## src/hw/scsfm_pkg.sv

```systemverilog
// Constants and types shared by the clock select and failure monitor
package scsfm_pkg;
	// Clock control register field positions
	localparam int INT_OSC_EN_BIT = 7;
	localparam int XTAL_EN_BIT    = 6;
	localparam int WDOG_EN_BIT    = 5;
	localparam int PRIM_FD_EN_BIT = 4;
	localparam int WDOG_FD_EN_BIT = 3;
	localparam int SRC_MSB        = 2;
	localparam int SRC_W          = 3;
	// Reset value: internal and watchdog oscillators on, internal at high rate
	localparam logic [7:0] CTRL_RESET = 8'ha0;
	// Unlock pair, written in this order
	localparam logic [7:0] UNLOCK_FIRST  = 8'he7;
	localparam logic [7:0] UNLOCK_SECOND = 8'h18;
	// Source select codes
	localparam logic [2:0] SRC_INT_HI = 3'h0;
	localparam logic [2:0] SRC_INT_LO = 3'h1;
	localparam logic [2:0] SRC_XTAL   = 3'h2;
	localparam logic [2:0] SRC_WDOG   = 3'h3;
	localparam logic [2:0] SRC_EXT    = 3'h4;
	// Watchdog failure limit in system clocks
	localparam int WDOG_FAIL_CLOCKS = 8004;
	// Primary failure threshold measured against the watchdog oscillator
	localparam int PRIM_FAIL_HZ   = 1000;
	localparam int WDOG_NOM_HZ    = 10000;
	localparam int PRIM_FAIL_EDGES = WDOG_NOM_HZ / PRIM_FAIL_HZ;
	// Unlock sequence states
	typedef enum logic [1:0] {
		LK_LOCKED,
		LK_FIRST_SEEN,
		LK_OPEN
	} scsfm_lock_t;
endpackage

```

## src/hw/scsfm_top.sv

```systemverilog
// System clock source select with primary and watchdog oscillator failure monitor
`timescale 1ns/1ps
// Function
// - Register stays locked until first then second unlock value are written
// - After unlock the next write loads the register and relocks it
// - Any other write sequence leaves the register unchanged
// - Unlock writes need order only; other accesses may come between them, but another write to the register between them relocks it
// - Detectors may be re-enabled any time after a successful source write
// - Internal oscillator enabled at reset, disabled only by software write
// - Primary failure with watchdog enabled raises event and forces watchdog clock
// - No automatic switch when watchdog oscillator is already the source
// - Primary failure flagged when system clock drops below about 1 kHz
// - Watchdog failure raises event without touching the clock source
// - After watchdog failure the primary detector reports nothing more
// - Count 8004 system clocks without a watchdog edge declares failure
// - With all sources and detectors off the device stops until power-on
// - Three-bit field selects five sources; codes 101 to 111 reserved
// - Separate active-high enables for oscillators and both detectors
module scsfm_top #(
	parameter int WDOG_FAIL_LIMIT = scsfm_pkg::WDOG_FAIL_CLOCKS,
	parameter int PRIM_FAIL_LIMIT = scsfm_pkg::PRIM_FAIL_EDGES
) (
	input  wire logic       CLK,                          // System clock
	input  wire logic       RESET_N,                      // Async reset, active low
	input  wire logic       REG_WR,                       // Write strobe, one cycle
	input  wire logic [7:0] REG_WDATA,                    // Write data
	input  wire logic       WDOG_OSC_CLK,                 // Raw watchdog oscillator
	input  wire logic       PRIM_OSC_TICK,                // Divided primary activity
	input  wire logic       CRYSTAL_OFF_AT_RESET_OPTION,  // Strap: crystal off at reset
	output logic      [7:0] CLOCK_CONTROL_REG,            // Register readback
	output logic      [2:0] CLOCK_SOURCE_SELECT,          // Effective clock mux select
	output logic            INT_OSC_EN,                   // Internal oscillator enable
	output logic            XTAL_EN,                      // Crystal oscillator enable
	output logic            WDOG_OSC_EN,                  // Watchdog oscillator enable
	output logic            UNLOCKED,                     // Next write will load
	output logic            RECOVERY_ACTIVE,              // Forced onto watchdog clock
	output logic            WDOG_FAILED,                  // Watchdog failure seen
	output logic            PRIM_FAIL_PULSE,              // Primary failure event
	output logic            WDOG_FAIL_PULSE               // Watchdog failure event
);
	typedef struct packed {
		logic [7:0]            ctrl;
		scsfm_pkg::scsfm_lock_t lock;
		logic                  unlk;
		logic                  strap_done;
		logic [1:0]            wsync;
		logic                  wprev;
		logic [1:0]            psync;
		logic                  pprev;
		logic [13:0]           wcnt;
		logic [7:0]            pcnt;
		logic                  wfail;
		logic                  pfail;
		logic                  recov;
		logic [2:0]            sel;
		logic                  ppulse;
		logic                  wpulse;
	} scsfm_state_t;

	scsfm_state_t s_q;
	scsfm_state_t s_d;

	logic wedge;
	logic pedge;
	logic primary_fail_detect_en;
	logic wdog_osc_fail_detect_en;

	// Gate a source selection by the forced-recovery flag
	function automatic logic [2:0] eff_sel(input logic [7:0] c, input logic r);
		eff_sel = r ? scsfm_pkg::SRC_WDOG : c[scsfm_pkg::SRC_MSB:0];
	endfunction

	// Edges come from the second sync stage only, never the first
	assign wedge = s_q.wsync[1] & ~s_q.wprev;
	assign pedge = s_q.psync[1] & ~s_q.pprev;
	assign primary_fail_detect_en = s_q.ctrl[scsfm_pkg::PRIM_FD_EN_BIT];
	assign wdog_osc_fail_detect_en = s_q.ctrl[scsfm_pkg::WDOG_FD_EN_BIT];

	// Next-state logic for unlock sequence, register and both monitors
	always_comb begin
		s_d        = s_q;
		s_d.ppulse = 1'b0;
		s_d.wpulse = 1'b0;
		s_d.wsync  = {s_q.wsync[0], WDOG_OSC_CLK};
		s_d.wprev  = s_q.wsync[1];
		s_d.psync  = {s_q.psync[0], PRIM_OSC_TICK};
		s_d.pprev  = s_q.psync[1];

		// Strap read once after reset release, since async reset takes constants only
		if (!s_q.strap_done) begin
			s_d.strap_done                    = 1'b1;
			s_d.ctrl[scsfm_pkg::XTAL_EN_BIT]  = ~CRYSTAL_OFF_AT_RESET_OPTION;
		end

		// Only writes to this register advance the lock; other traffic is invisible
		if (REG_WR) begin
			unique case (s_q.lock)
				scsfm_pkg::LK_LOCKED: begin
					if (REG_WDATA == scsfm_pkg::UNLOCK_FIRST) begin
						s_d.lock = scsfm_pkg::LK_FIRST_SEEN;
					end
				end
				scsfm_pkg::LK_FIRST_SEEN: begin
					// Wrong second value drops back, register untouched
					if (REG_WDATA == scsfm_pkg::UNLOCK_SECOND) begin
						s_d.lock = scsfm_pkg::LK_OPEN;
					end else begin
						s_d.lock = scsfm_pkg::LK_LOCKED;
					end
				end
				scsfm_pkg::LK_OPEN: begin
					// Load everything as written; no bit is cleared by hardware
					s_d.ctrl  = REG_WDATA;
					s_d.lock  = scsfm_pkg::LK_LOCKED;
					// A new selection ends recovery, clears the primary failure and each count its monitor does not advance; a watchdog failure holds until reset
					s_d.recov = 1'b0;
					s_d.pfail = 1'b0;
					s_d.pcnt  = '0;
					s_d.wcnt  = '0;
				end
				// A stray lock code falls back to locked, so an upset never opens the register
				default: begin
					s_d.lock = scsfm_pkg::LK_LOCKED;
				end
			endcase
		end

		// Watchdog monitor counts system clocks between watchdog edges
		if (!wdog_osc_fail_detect_en || wedge) begin
			s_d.wcnt = '0;
		end else if (!s_q.wfail) begin
			if (32'(s_q.wcnt) + 32'd1 >= WDOG_FAIL_LIMIT) begin
				s_d.wfail  = 1'b1;
				s_d.wpulse = 1'b1; // Source left alone
			end else begin
				s_d.wcnt = s_q.wcnt + 14'h1;
			end
		end

		// Primary monitor counts watchdog edges between primary ticks
		if (!primary_fail_detect_en || pedge) begin
			s_d.pcnt = '0;
		end else if (wedge && !s_q.pfail && !s_q.wfail) begin
			if (32'(s_q.pcnt) + 32'd1 >= PRIM_FAIL_LIMIT) begin
				s_d.pfail  = 1'b1;
				s_d.ppulse = 1'b1;
				// Recovery needs a running watchdog and a non-watchdog source
				if (s_q.ctrl[scsfm_pkg::WDOG_EN_BIT] &&
				    s_q.ctrl[scsfm_pkg::SRC_MSB:0] != scsfm_pkg::SRC_WDOG) begin
					s_d.recov = 1'b1;
				end
			end else begin
				s_d.pcnt = s_q.pcnt + 8'h1;
			end
		end

		// Reserved codes pass through unchanged; with nothing running, no recovery
		s_d.sel = eff_sel(s_d.ctrl, s_d.recov);
		// Open flag kept in its own flop so the output needs no decode
		s_d.unlk = (s_d.lock == scsfm_pkg::LK_OPEN);
	end

	// State register
	always_ff @(posedge CLK or negedge RESET_N) begin
		if (!RESET_N) begin
			s_q            <= '0;
			s_q.ctrl       <= scsfm_pkg::CTRL_RESET;
			s_q.lock       <= scsfm_pkg::LK_LOCKED;
			s_q.sel        <= scsfm_pkg::SRC_INT_HI;
		end else begin
			s_q <= s_d;
		end
	end

	// Outputs straight from flops
	assign CLOCK_CONTROL_REG   = s_q.ctrl;
	assign CLOCK_SOURCE_SELECT = s_q.sel;
	assign INT_OSC_EN          = s_q.ctrl[scsfm_pkg::INT_OSC_EN_BIT];
	assign XTAL_EN             = s_q.ctrl[scsfm_pkg::XTAL_EN_BIT];
	assign WDOG_OSC_EN         = s_q.ctrl[scsfm_pkg::WDOG_EN_BIT];
	assign UNLOCKED            = s_q.unlk;
	assign RECOVERY_ACTIVE     = s_q.recov;
	assign WDOG_FAILED         = s_q.wfail;
	assign PRIM_FAIL_PULSE     = s_q.ppulse;
	assign WDOG_FAIL_PULSE     = s_q.wpulse;

	// Checks
	chk_locked_no_load: assert property (@(posedge CLK) disable iff (!RESET_N)
		(REG_WR && s_q.lock != scsfm_pkg::LK_OPEN && s_q.strap_done)
		|=> $stable(CLOCK_CONTROL_REG))
		else $error("Register changed while locked");
	chk_open_loads: assert property (@(posedge CLK) disable iff (!RESET_N)
		(REG_WR && UNLOCKED) |=> (CLOCK_CONTROL_REG == $past(REG_WDATA)) && !UNLOCKED)
		else $error("Open write did not load and relock");
	chk_unlock_pair: assert property (@(posedge CLK) disable iff (!RESET_N)
		$rose(UNLOCKED) |-> $past(REG_WR) && $past(REG_WDATA) == scsfm_pkg::UNLOCK_SECOND)
		else $error("Unlocked without second value");
	chk_int_osc_kept: assert property (@(posedge CLK) disable iff (!RESET_N)
		(!REG_WR || !UNLOCKED) |=> !$fell(INT_OSC_EN))
		else $error("Internal oscillator disabled by hardware");
	chk_wdog_pulse_one: assert property (@(posedge CLK) disable iff (!RESET_N)
		WDOG_FAIL_PULSE |=> !WDOG_FAIL_PULSE)
		else $error("Watchdog fail pulse longer than one cycle");
	chk_wdog_keep_src: assert property (@(posedge CLK) disable iff (!RESET_N)
		(WDOG_FAIL_PULSE && !$past(REG_WR)) |-> $stable(CLOCK_SOURCE_SELECT))
		else $error("Watchdog failure moved clock source");
	chk_no_prim_after: assert property (@(posedge CLK) disable iff (!RESET_N)
		$past(WDOG_FAILED) |-> !PRIM_FAIL_PULSE)
		else $error("Primary failure reported after watchdog failure");
	chk_recov_forces: assert property (@(posedge CLK) disable iff (!RESET_N)
		RECOVERY_ACTIVE |-> CLOCK_SOURCE_SELECT == scsfm_pkg::SRC_WDOG)
		else $error("Recovery without watchdog clock");
	chk_recov_cause: assert property (@(posedge CLK) disable iff (!RESET_N)
		$rose(RECOVERY_ACTIVE) |-> PRIM_FAIL_PULSE && WDOG_OSC_EN &&
		CLOCK_CONTROL_REG[scsfm_pkg::SRC_MSB:0] != scsfm_pkg::SRC_WDOG)
		else $error("Recovery entered without valid cause");
	chk_wdog_limit: assert property (@(posedge CLK) disable iff (!RESET_N)
		$rose(WDOG_FAILED) |-> $past(s_q.wcnt) == 14'(WDOG_FAIL_LIMIT - 1))
		else $error("Watchdog failure at wrong count");
endmodule

```

## config.mk

```make
export PLATFORM = sky130hd
export DESIGN_NAME = scsfm_top
export DESIGN_NICKNAME = d
export VERILOG_FILES = /design/src/hw/scsfm_pkg.sv /design/src/hw/scsfm_top.sv
export SDC_FILE = /design/constraint.sdc
export NUM_CORES = 1
export LEC_CHECK = 0
export ABC_AREA = 1
export BUFFER_PORTS_ARGS = -buffer_cell sky130_fd_sc_hd__buf_4
export CAP_MARGIN = 20
export CORE_MARGIN = 5
export CORE_UTILIZATION = 45
export DETAILED_ROUTE_END_ITERATION = 6
export GPL_TIMING_DRIVEN = 0
export PLACE_DENSITY_LB_ADDON = 0.12
export SETUP_SLACK_MARGIN = 0.05
export SLEW_MARGIN = 10
export SYNTH_ARGS = -nofsm -noshare
export SYNTH_HDL_FRONTEND = slang
export SYNTH_SLANG_ARGS = --single-unit
```

## constraint.sdc

```tcl
create_clock -name CLK -period 3.4 [get_ports CLK]
set_clock_uncertainty 0.2 [all_clocks]
set_input_delay 0.17 -clock CLK [delete_from_list [all_inputs] [get_ports CLK]]
set_output_delay 0.17 -clock CLK [all_outputs]
set_load 0.005 [all_outputs]
```

# After elaboration in Yosys (flattened, before gate mapping)

Cells that the tools add are included.

Register bits after elaboration: 48
Output and inout port bits: 19

Add/subtract/negate cells: 4
$lt $le $gt $ge: 2
Equal/unequal tests: 6
Mux-type cells: 28
Bitwise logic cells: 5
Reduce and logical (&&, ||, !) cells: 11

Operator list:

| operator                                                                               | number |
|---|---|
| 22-bit two-way mux                                                                     | 2 |
| 14-bit two-way mux                                                                     | 3 |
| 8-bit two-way mux                                                                      | 3 |
| 14-bit by 1-bit adder with 15-bit output (second input constant)                       | 1 |
| 15-bit by 13-bit greater-or-equal comparator with 1-bit output (second input constant) | 1 |
| 14-bit by 1-bit adder with 14-bit output (second input constant)                       | 1 |
| 2-bit two-way mux                                                                      | 7 |
| 8-bit by 1-bit adder with 9-bit output (second input constant)                         | 1 |
| 9-bit by 4-bit greater-or-equal comparator with 1-bit output (second input constant)   | 1 |
| 1-bit two-way mux                                                                      | 9 |
| 9-bit two-way mux                                                                      | 1 |
| 8-bit by 1-bit adder with 8-bit output (second input constant)                         | 1 |
| 8-bit by 5-bit == test with 1-bit output (second input constant)                       | 1 |
| 8-bit == test (second input constant)                                                  | 1 |
| 7-bit two-way mux                                                                      | 1 |
| 2-bit == test (second input constant)                                                  | 2 |
| 1-bit zero test                                                                        | 4 |
| 2-bit one-hot mux with 2 select lines                                                  | 1 |
| 1-bit logical AND                                                                      | 3 |
| 3-bit two-way mux                                                                      | 1 |
| 3-bit by 2-bit != test with 1-bit output (second input constant)                       | 1 |
| 1-bit inverter                                                                         | 3 |
| 1-bit bitwise AND                                                                      | 2 |
| 2-bit by 1-bit == test with 1-bit output (second input constant)                       | 1 |
| other kinds (3)                                                                        | 4 |

# Logic depth before layout (Yosys ltp)

Gate-level depths: netlist of the first run.

Word-level depth: 8
Mapped depth: 15
Depth with buffers taken out: 14

# Least setup slack after synthesis of the first run

Ideal clock, no wire load.

Path type: flip-flop to flip-flop
From: reg s_q[16] (netlist name)
To: reg s_q[28] (netlist name)
Setup time: 116 ps
Arrival: 1699 ps
Data required time: 3084 ps
Path slack: 1386 ps
Stages on the path, launching flop included: 16
Path buffers: 1
Clock period less this slack: 2014 ps
Path through: dfrtp_1 > ha_1 > nand2_1 > nor2_4 > nand2_2 > nor2_1 > nand2_1 > nand2_2 > nand2_2 > nor2_4 > nand2_4 > buf_6 > nand3_1 > nand2_1 > nor2_1 > nor2_1

RTL lines:

| element         | line            | RTL |
|---|---|---|
| start, declared | scsfm_top.sv:60 | `scsfm_state_t s_q;` |

==> results of run 1 <==
## flip-flops by register name (all words and copies together), names as in the netlist
signal / count
s_d: 4
s_q: 28
CLOCK_CONTROL_REG: 8
WDOG_FAIL_PULSE: 1
PRIM_FAIL_PULSE: 1
RECOVERY_ACTIVE: 1
WDOG_FAILED: 1
CLOCK_SOURCE_SELECT: 3
UNLOCKED: 1
## worst min-delay path by stage
stage	end	depth (start not counted)
finish	s_d[33]	0
global route	s_d[33]	0
CTS	s_d[33]	0
detailed placement	s_q[9]	1
global placement	s_q[9]	1
floorplan	CLOCK_CONTROL_REG[0]	0
## per-layer routing
metal	GRT usage (%)	vias to the layer above	wire (um)	part of all wire (%)
met3	3.35	8	262	4.2
met1	24.4	1122	2980	48
li1	-	1277	-	-
met2	29.2	52	2930	47
met4	5.36	0	83	1.3
met5	0	-	0	0
## where the power goes
group / total (mW) / internal [mW] / leakage (nW) / switching [mW]
combinational: 0.121 / 0.0677 / 0.971 / 0.0536
clock: 0.500 / 0.296 / 0.0687 / 0.204
sequential: 0.605 / 0.592 / 0.621 / 0.0134
## final cells by class
class | count | share of cell area [%]
multi-input cells | 256 | 37.0
flip-flops and latches | 48 | 35.4
repair buffers | 46 | 11.2
inverters | 50 | 5.52
plain buffers | 21 | 4.12
well taps | 75 | 2.76
clock buffers | 5 | 2.02
clock inverters | 3 | 2.02
## worst max-delay path: stages
cell           delay [ns]
dlygate4sd3_1        0.54
buf_4                0.15
nand2_1              0.22
clkbuf_1             0.40
clkbuf_1             0.37
nand2_1              0.08
nand2_1              0.07
dlygate4sd3_1        0.54
## synth_stat cells, types with 2 or more instances
| master | number |
|---|---|
| nand2_1 | 104 |
| inv_1 | 48 |
| dfrtp_1 | 46 |
| nor2_1 | 46 |
| nand3_1 | 26 |
| o21ai_0 | 19 |
| buf_4 | 12 |
| a21oi_2 | 11 |
| nand4_1 | 9 |
| clkbuf_1 | 6 |
| nand2_2 | 6 |
| ha_1 | 4 |
| nor2_4 | 4 |
| nor4_1 | 4 |
| a21oi_1 | 3 |
| nor3_1 | 3 |
| xnor2_1 | 3 |
| xor2_1 | 3 |
| buf_6 | 2 |
| dfstp_2 | 2 |
| or2_2 | 2 |
## stage by stage
step           power, mW  instances  hold WS [ns]  util [%]  cell area, sq um
5_1_grt             1.28        504         0.164      56.8              3400
6_report            1.23        504         0.150      56.8              3400
3_3_place_gp       0.725        482        0.0266      52.2              3120
3_5_place_dp       0.727        482        0.0237      52.2              3120
4_1_cts             1.24        504         0.147      56.8              3400
2_1_floorplan      0.665        375        -0.326         -              2790
## cells in the final DEF (no fill, tap or decap), types with 2 or more instances in the layout
master	instances
a21oi_2	11
ha_1	4
bufinv_16	2
clkbuf_8	5
o21ai_0	19
clkbuf_1	6
nand3_1	26
xor2_1	3
xnor2_1	3
dfrtp_1	46
nor2_4	4
a21oi_1	3
dfstp_2	2
buf_4	44
nand4_1	9
inv_1	48
or2_2	2
dlygate4sd3_1	14
nand2_2	6
nor4_1	4
nor3_1	3
nor2_1	46
nand2_1	104
buf_6	2
## kinds of logic (layout without fill, tap and decap cells)
logic type                 after synthesis  after routing  share of synthesized area, %
AOI/OAI and AO/OA                       39             39                          8.92
xor gates and xnor gates                 6              6                          1.88
adders and majority gates                4              4                          1.79
buffers and inverters                   71            125                          11.7
DFF                                     48             48                          43.1
other                                    1              1                         0.134
and+or+nand+nor                        206            206                          32.4
==> run_results.csv, run 1 <==
group,metric,value,unit
die,std_cell_rows,28,
setup_path,startpoint,"REG_WR",
clock_tree,post_cts_resized,0,
timing,hold_viol,0,
synthesis,synth_top_area_share,41.3,%
layout,area_growth,21.9,%
timing,fin_crit_sh,73.2,%
placed_design,pre_cts_ws,1.10,ns
placed_design,portBuffers,32,
synthesis,synth_area,0.00279,sq mm
placed_design,gp_congestion,0.882,
global_routing,grt_overflow,0,
timing,grt_setup_unrepaired,"false",
synthesis,synth_cell_type_count,33,
layout,nNetsFinal,446,
synthesis,synth.avg_cell_area,7.44,sq um
clock_tree,h-tree-depth,2,
setup_path,reg2reg_depth,8,
synthesis,ys_ff_latch,48,
die,start_util,46.6,%
die,core,0.00599,sq mm
drt,num_vias,2459,
layout,regArea,0.00120,sq mm
clock_tree,cts_tree,"built",
timing,maxSlewViolCount,0,
clock_tree,clk_pin_slew,0.09,ns
synthesis,async_flop_share,100,%
die,boundaryPins,33,
global_routing,grt_pass1_wl,11.1,mm
placed_design,dpl.hpwl,4.50,mm
clock_tree,insertion_delay,0.31,ns
setup_path,required,3.45,ns
setup_path,reg2reg_setup_slack,0.96,ns
setup_path,endpoint_kind,"flip-flop",
drt,drtIter0Drc,119,
setup_path,worstSetupPathType,"input port to flip-flop",
timing,worst_slack,0.910,ns
die,chipWidth,88.7,um
layout,num-fill-cells,560,
die,die_h,88.7,um
clock_tree,hold_buffers,14,
layout,diodes,0,
setup_path,r2r_start,"s_q[39]",
layout,drive_above_1_share,19.3,%
drt,wirelength,6.26,mm
synthesis,ys.flop_type,"dfrtp_1",
global_routing,grt_max_degree,49,
worst_hold_path,hold_class,"flip-flop to flip-flop",
power_and_ir_drop,p_leak,1.66,nW
drt,dr.pass1.iters,4,
power_and_ir_drop,powerDensity,361,mW/mm^2
worst_hold_path,hp-start,"s_d[35]",
setup_path,cp.arrival,2.54,ns
job,drv_cap,0,
drt,vias_per_cell,4.88,
timing,finalSetupViolations,0,
drt,drc,0,
global_routing,antenna_found_initial,0,
timing,finalSetupTns,0,ns
timing,min_period,2.49,ns
power_and_ir_drop,peakVddDrop,260,uV
synthesis,ys_seq_area_share,43.1,%
clock_tree,clock-sinks,48,
global_routing,grt.total_usage,18.0,%
synthesis,yosysTopAreaCell,"dfrtp_1",
synthesis,syn_nets,393,
drt,ant_nets,0,
setup_path,crit_end,"CLOCK_CONTROL_REG[6]",
timing,worst_pin_slew,0.603,ns
clock_tree,cts_buffer_depth,2,
timing,slew_headroom,59.8,%
setup_path,crit-reg2reg-capture,"CLOCK_CONTROL_REG[6]",
synthesis,synthCells,375,
setup_path,worst-path-max-fanout,10,
clock_tree,cts-root-buf,"clkbuf_8",
layout,multi_input_area,0.00126,sq mm
synthesis,synth_edf_count,0,
drt,avgRoutedWirePerCell,12.4,um
clock_tree,post-cts-setup-buffers,0,
synthesis,yosysWarnings,0,
global_routing,grt_pass1_vias,2414,
synthesis,synthTopCellsByArea,"dfrtp_1 41%, nand2_1 14%, inv_1 6.5%, nor2_1 6.2%, nand3_1 4.7%",
clock_tree,numCtsBuffers,5,
die,die-area,0.00787,sq mm
outcome,outcome,"finished clean",
timing,max_freq,0.402,GHz
setup_path,cp-start-kind,"input port",
Power figures use the tool's default switching activity.
==> run 2, diff against run 1 <==
--- a/config.mk
+++ b/config.mk
@@ -5,7 +5,7 @@
 export SDC_FILE = /design/constraint.sdc
 export NUM_CORES = 1
 export LEC_CHECK = 0
-export ABC_AREA = 1
+export ABC_AREA = 0
 export BUFFER_PORTS_ARGS = -buffer_cell sky130_fd_sc_hd__buf_4
 export CAP_MARGIN = 20
 export CORE_MARGIN = 5
==> constraint.sdc (replaced) <==
create_clock -name CLK -period 2.5 [get_ports CLK]
set_clock_uncertainty 0.2 [all_clocks]
set_input_delay 0.125 -clock CLK [delete_from_list [all_inputs] [get_ports CLK]]
set_output_delay 0.125 -clock CLK [all_outputs]
set_load 0.005 [all_outputs]
==> run 2 against run 1 <==
  * Sequential power grew 37%
  * The run now ends with negative setup slack left
  * Critical endpoint is now s_q[18]
  * Sequential cell count unchanged
  * Setup slack lost 0.97 ns
  * Combinational power is 92% higher
  * Critical path depth stayed put
  * Highest routed layer unchanged
==> run_results.csv, run 2 <==
group,metric,value,unit
clock_tree,numCtsBuffers,5,
power_and_ir_drop,power.switching,0.389,mW
setup_path,cp_slowest_cell,"or4b_4",
layout,diodes,0,
power_and_ir_drop,p_leak,1.66,nW
synthesis,yosysWarnings,0,
power_and_ir_drop,p_clk_share,31.7,%
global_routing,top_usage_layer,"met2",
layout,largest_reg_flops,28,
clock_tree,insertion_delay,0.30,ns
power_and_ir_drop,p_seq_share,53.4,%
setup_path,cp_cell_sequence,"ha_4 > nand4_1 > or4b_4 > a31oi_4 > o31a_4 > nor3b_4 > buf_2 > a221o_1",
layout,drive_above_1_share,40.5,%
layout,area_growth,39.9,%
setup_path,endpoint_kind,"flip-flop",
setup_path,cp.arrival,2.55,ns
clock_tree,cts_tree,"built",
layout,layout_commonest_cell,"buf_4",
die,die-area,0.00702,sq mm
synthesis,yosysMostFrequentCell,"dfrtp_1",
drt,ant_nets,0,
timing,hold_slack,0.155,ns
timing,min_period,2.56,ns
clock_tree,clk_pin_slew,0.09,ns
drt,vias_per_cell,5.19,
timing,worst_pin_slew,0.848,ns
setup_path,worstSetupPathType,"flip-flop to flip-flop",
clock_tree,cts-root-buf,"clkbuf_8",
placed_design,portBuffers,32,
setup_path,reg2reg_setup_slack,-0.06,ns
synthesis,synth_cell_type_count,56,
timing,grt_setup_unrepaired,"true",
die,die_h,83.8,um
synthesis,syn_nets,263,
drt,avgRoutedWirePerCell,15.2,um
drt,wirelength,6.05,mm
die,start_util,47.1,%
timing,finalSetupViolations,7,
layout,top_register,"s_q",
synthesis,synth_top_area_share,47.0,%
synthesis,async_flop_share,100,%
global_routing,use_met2,28.9,%
setup_path,cpLargestDelayFamily,"compound AO/OA/AOI/OAI gates",
timing,fin_crit_sh,102,%
power_and_ir_drop,internal-power,1.17,mW
power_and_ir_drop,peakVddDrop,222,uV
global_routing,antenna_found_initial,0,
outcome,violations,"negative setup slack",
worst_hold_path,hold_class,"flip-flop to flip-flop",
synthesis,synthTopCellsByArea,"dfrtp_1 47%, nand2_1 4.7%, buf_4 4.3%, a221o_1 2.5%, nor2_1 2.3%",
layout,final_cell_mix,"71 x buf_4, 41 x dfrtp_1, 30 x nand2_1",
global_routing,grt_overflow,0,
timing,max_freq,0.391,GHz
die,chipWidth,83.8,um
global_routing,grt_pass1_vias,2020,
die,core,0.00520,sq mm
timing,hold_viol,0,
die,boundaryPins,33,
global_routing,grt.total_usage,17.4,%
synthesis,yosysTopAreaCell,"dfrtp_1",
setup_path,max_stage_delay,0.50,ns
synthesis,ys_seq_area_share,49.1,%
synthesis,synthCells,245,
synthesis,ys_ff_latch,48,
global_routing,grt_use_met3,3.65,%
drt,drtIter0Drc,60,
global_routing,grt_pass1_wl,9.84,mm
power_and_ir_drop,switching_share,25.0,%
setup_path,worst-path-buf-inv,1,
synthesis,synth.avg_cell_area,10.0,sq um
setup_path,cp-start-kind,"flip-flop",
power_and_ir_drop,powerDensity,454,mW/mm^2
synthesis,synthTopCellsByCount,"46 x dfrtp_1, 31 x nand2_1, 15 x nor2_1, 14 x buf_4",
clock_tree,clock-sinks,48,
synthesis,synth_edf_count,0,
timing,worst_slack,-0.0599,ns
placed_design,gp_congestion,0.818,
drt,dr.pass1.iters,4,
clock_tree,cts_buffer_depth,2,
timing,slew_headroom,42.9,%
power_and_ir_drop,combinationalPowerShare,14.9,%
drt,num_vias,2064,
placed_design,pre_cts_ws,-0.192,ns
synthesis,ys.flop_type,"dfrtp_1",
drt,drc,0,
outcome,outcome,"finished, violations left",
placed_design,dpl.hpwl,3.68,mm
die,std_cell_rows,26,
setup_path,required,2.49,ns
layout,num-fill-cells,416,
synthesis,synth_area,0.00245,sq mm
setup_path,worst-path-max-fanout,8,
layout,nNetsFinal,345,
global_routing,grtUsageMet1,22.6,%
job,drv_cap,0,
global_routing,grt_max_degree,49,
timing,maxSlewViolCount,0,
clock_tree,h-tree-depth,2,
run 2: cell count changes in the layout (fill, tap and decap cells not counted), sizes merged, moves of 9 or more:
cell,change
nand3,-15
buf,+32
nand2,-80
and3,+9
o21ai,-15
inv,-42
nor2,-34
run 2: layout make-up:
class / instances / area, sq um / area share [%]
plain buffers: 17 / 143 / 4.16
clock buffers: 6 / 82.6 / 2.41
clock inverters: 2 / 13.8 / 0.401
inverters: 7 / 26.3 / 0.766
multi-input cells: 172 / 1260 / 36.7
flip-flops and latches: 48 / 1210 / 35.3
well taps: 70 / 87.6 / 2.55
repair buffers: 76 / 608 / 17.7
run 2: power by group through the flow:
stage / Clock (mW) / Sequential (mW) / Combinational (mW)
6_report: 0.493 / 0.831 / 0.232
5_1_grt: 0.555 / 0.836 / 0.253
4_1_cts: 0.514 / 0.830 / 0.228
3_5_place_dp: 0 / 0.851 / 0.179
3_3_place_gp: 0 / 0.850 / 0.176
2_1_floorplan: 0 / 0.844 / 0.0862
run 2: path summary, 6_finish.rpt:
| check | start | endpoint | depth (start not counted) |
|---|---|---|---|
| min in group asynchronous | RESET_N | s_q[15] | 2 |
| max in group asynchronous | RESET_N | s_q[22] | 2 |
| worst min-delay path | s_d[35] | s_d[33] | 0 |
| worst min register to register | s_d[35] | s_d[33] | 0 |
| worst max register to register | s_q[16] | s_q[18] | 8 |
| worst max-delay path | s_q[16] | s_q[18] | 8 |
run 2: kinds of logic after synthesis:
group                      count (synthesis)  share of synthesized area (%)
DFF                                       48                           49.1
other                                      1                          0.153
and+or+nand+nor                          122                           28.3
adders and majority gates                  4                           2.04
AOI/OAI and AO/OA                         40                           11.8
muxes                                      3                           1.28
xor gates and xnor gates                   2                          0.715
buffers and inverters                     25                           6.59
run 2: per-layer routing:
metal / part of all wire, % / up-vias
li1: - / 1018
met1: 45 / 1005
met2: 50 / 32
met3: 3.1 / 9
met4: 1.7 / 0
met5: 0 / -
run 2: through the flow:
| step | instance area (sq um) | TNS [ns] | utilization (%) | total power [mW] | std cells |
|---|---|---|---|---|---|
| after floorplan | 2470 | 0 | - | 0.931 | 245 |
| after global placement | 2800 | -1.64 | 53.7 | 1.03 | 347 |
| after detailed placement | 2800 | -1.92 | 53.7 | 1.03 | 347 |
| after CTS | 3310 | -0.0962 | 63.5 | 1.57 | 391 |
| after global routing | 3430 | -1.02 | 65.9 | 1.64 | 398 |
| final | 3430 | -0.216 | 65.9 | 1.56 | 398 |
run 2: repair_timing:
| item | 4_1_cts | 5_1_grt |
|---|---|---|
| resized for setup | 21 | 23 |
| endpoints found under the setup margin | 17 | 23 |
| buffers inserted | 22 | 8 |
| cloned | 1 | 1 |
| endpoints found under the hold margin | 62 | 0 |
| hold buffers | 13 | 0 |
| pin swaps | 10 | 17 |
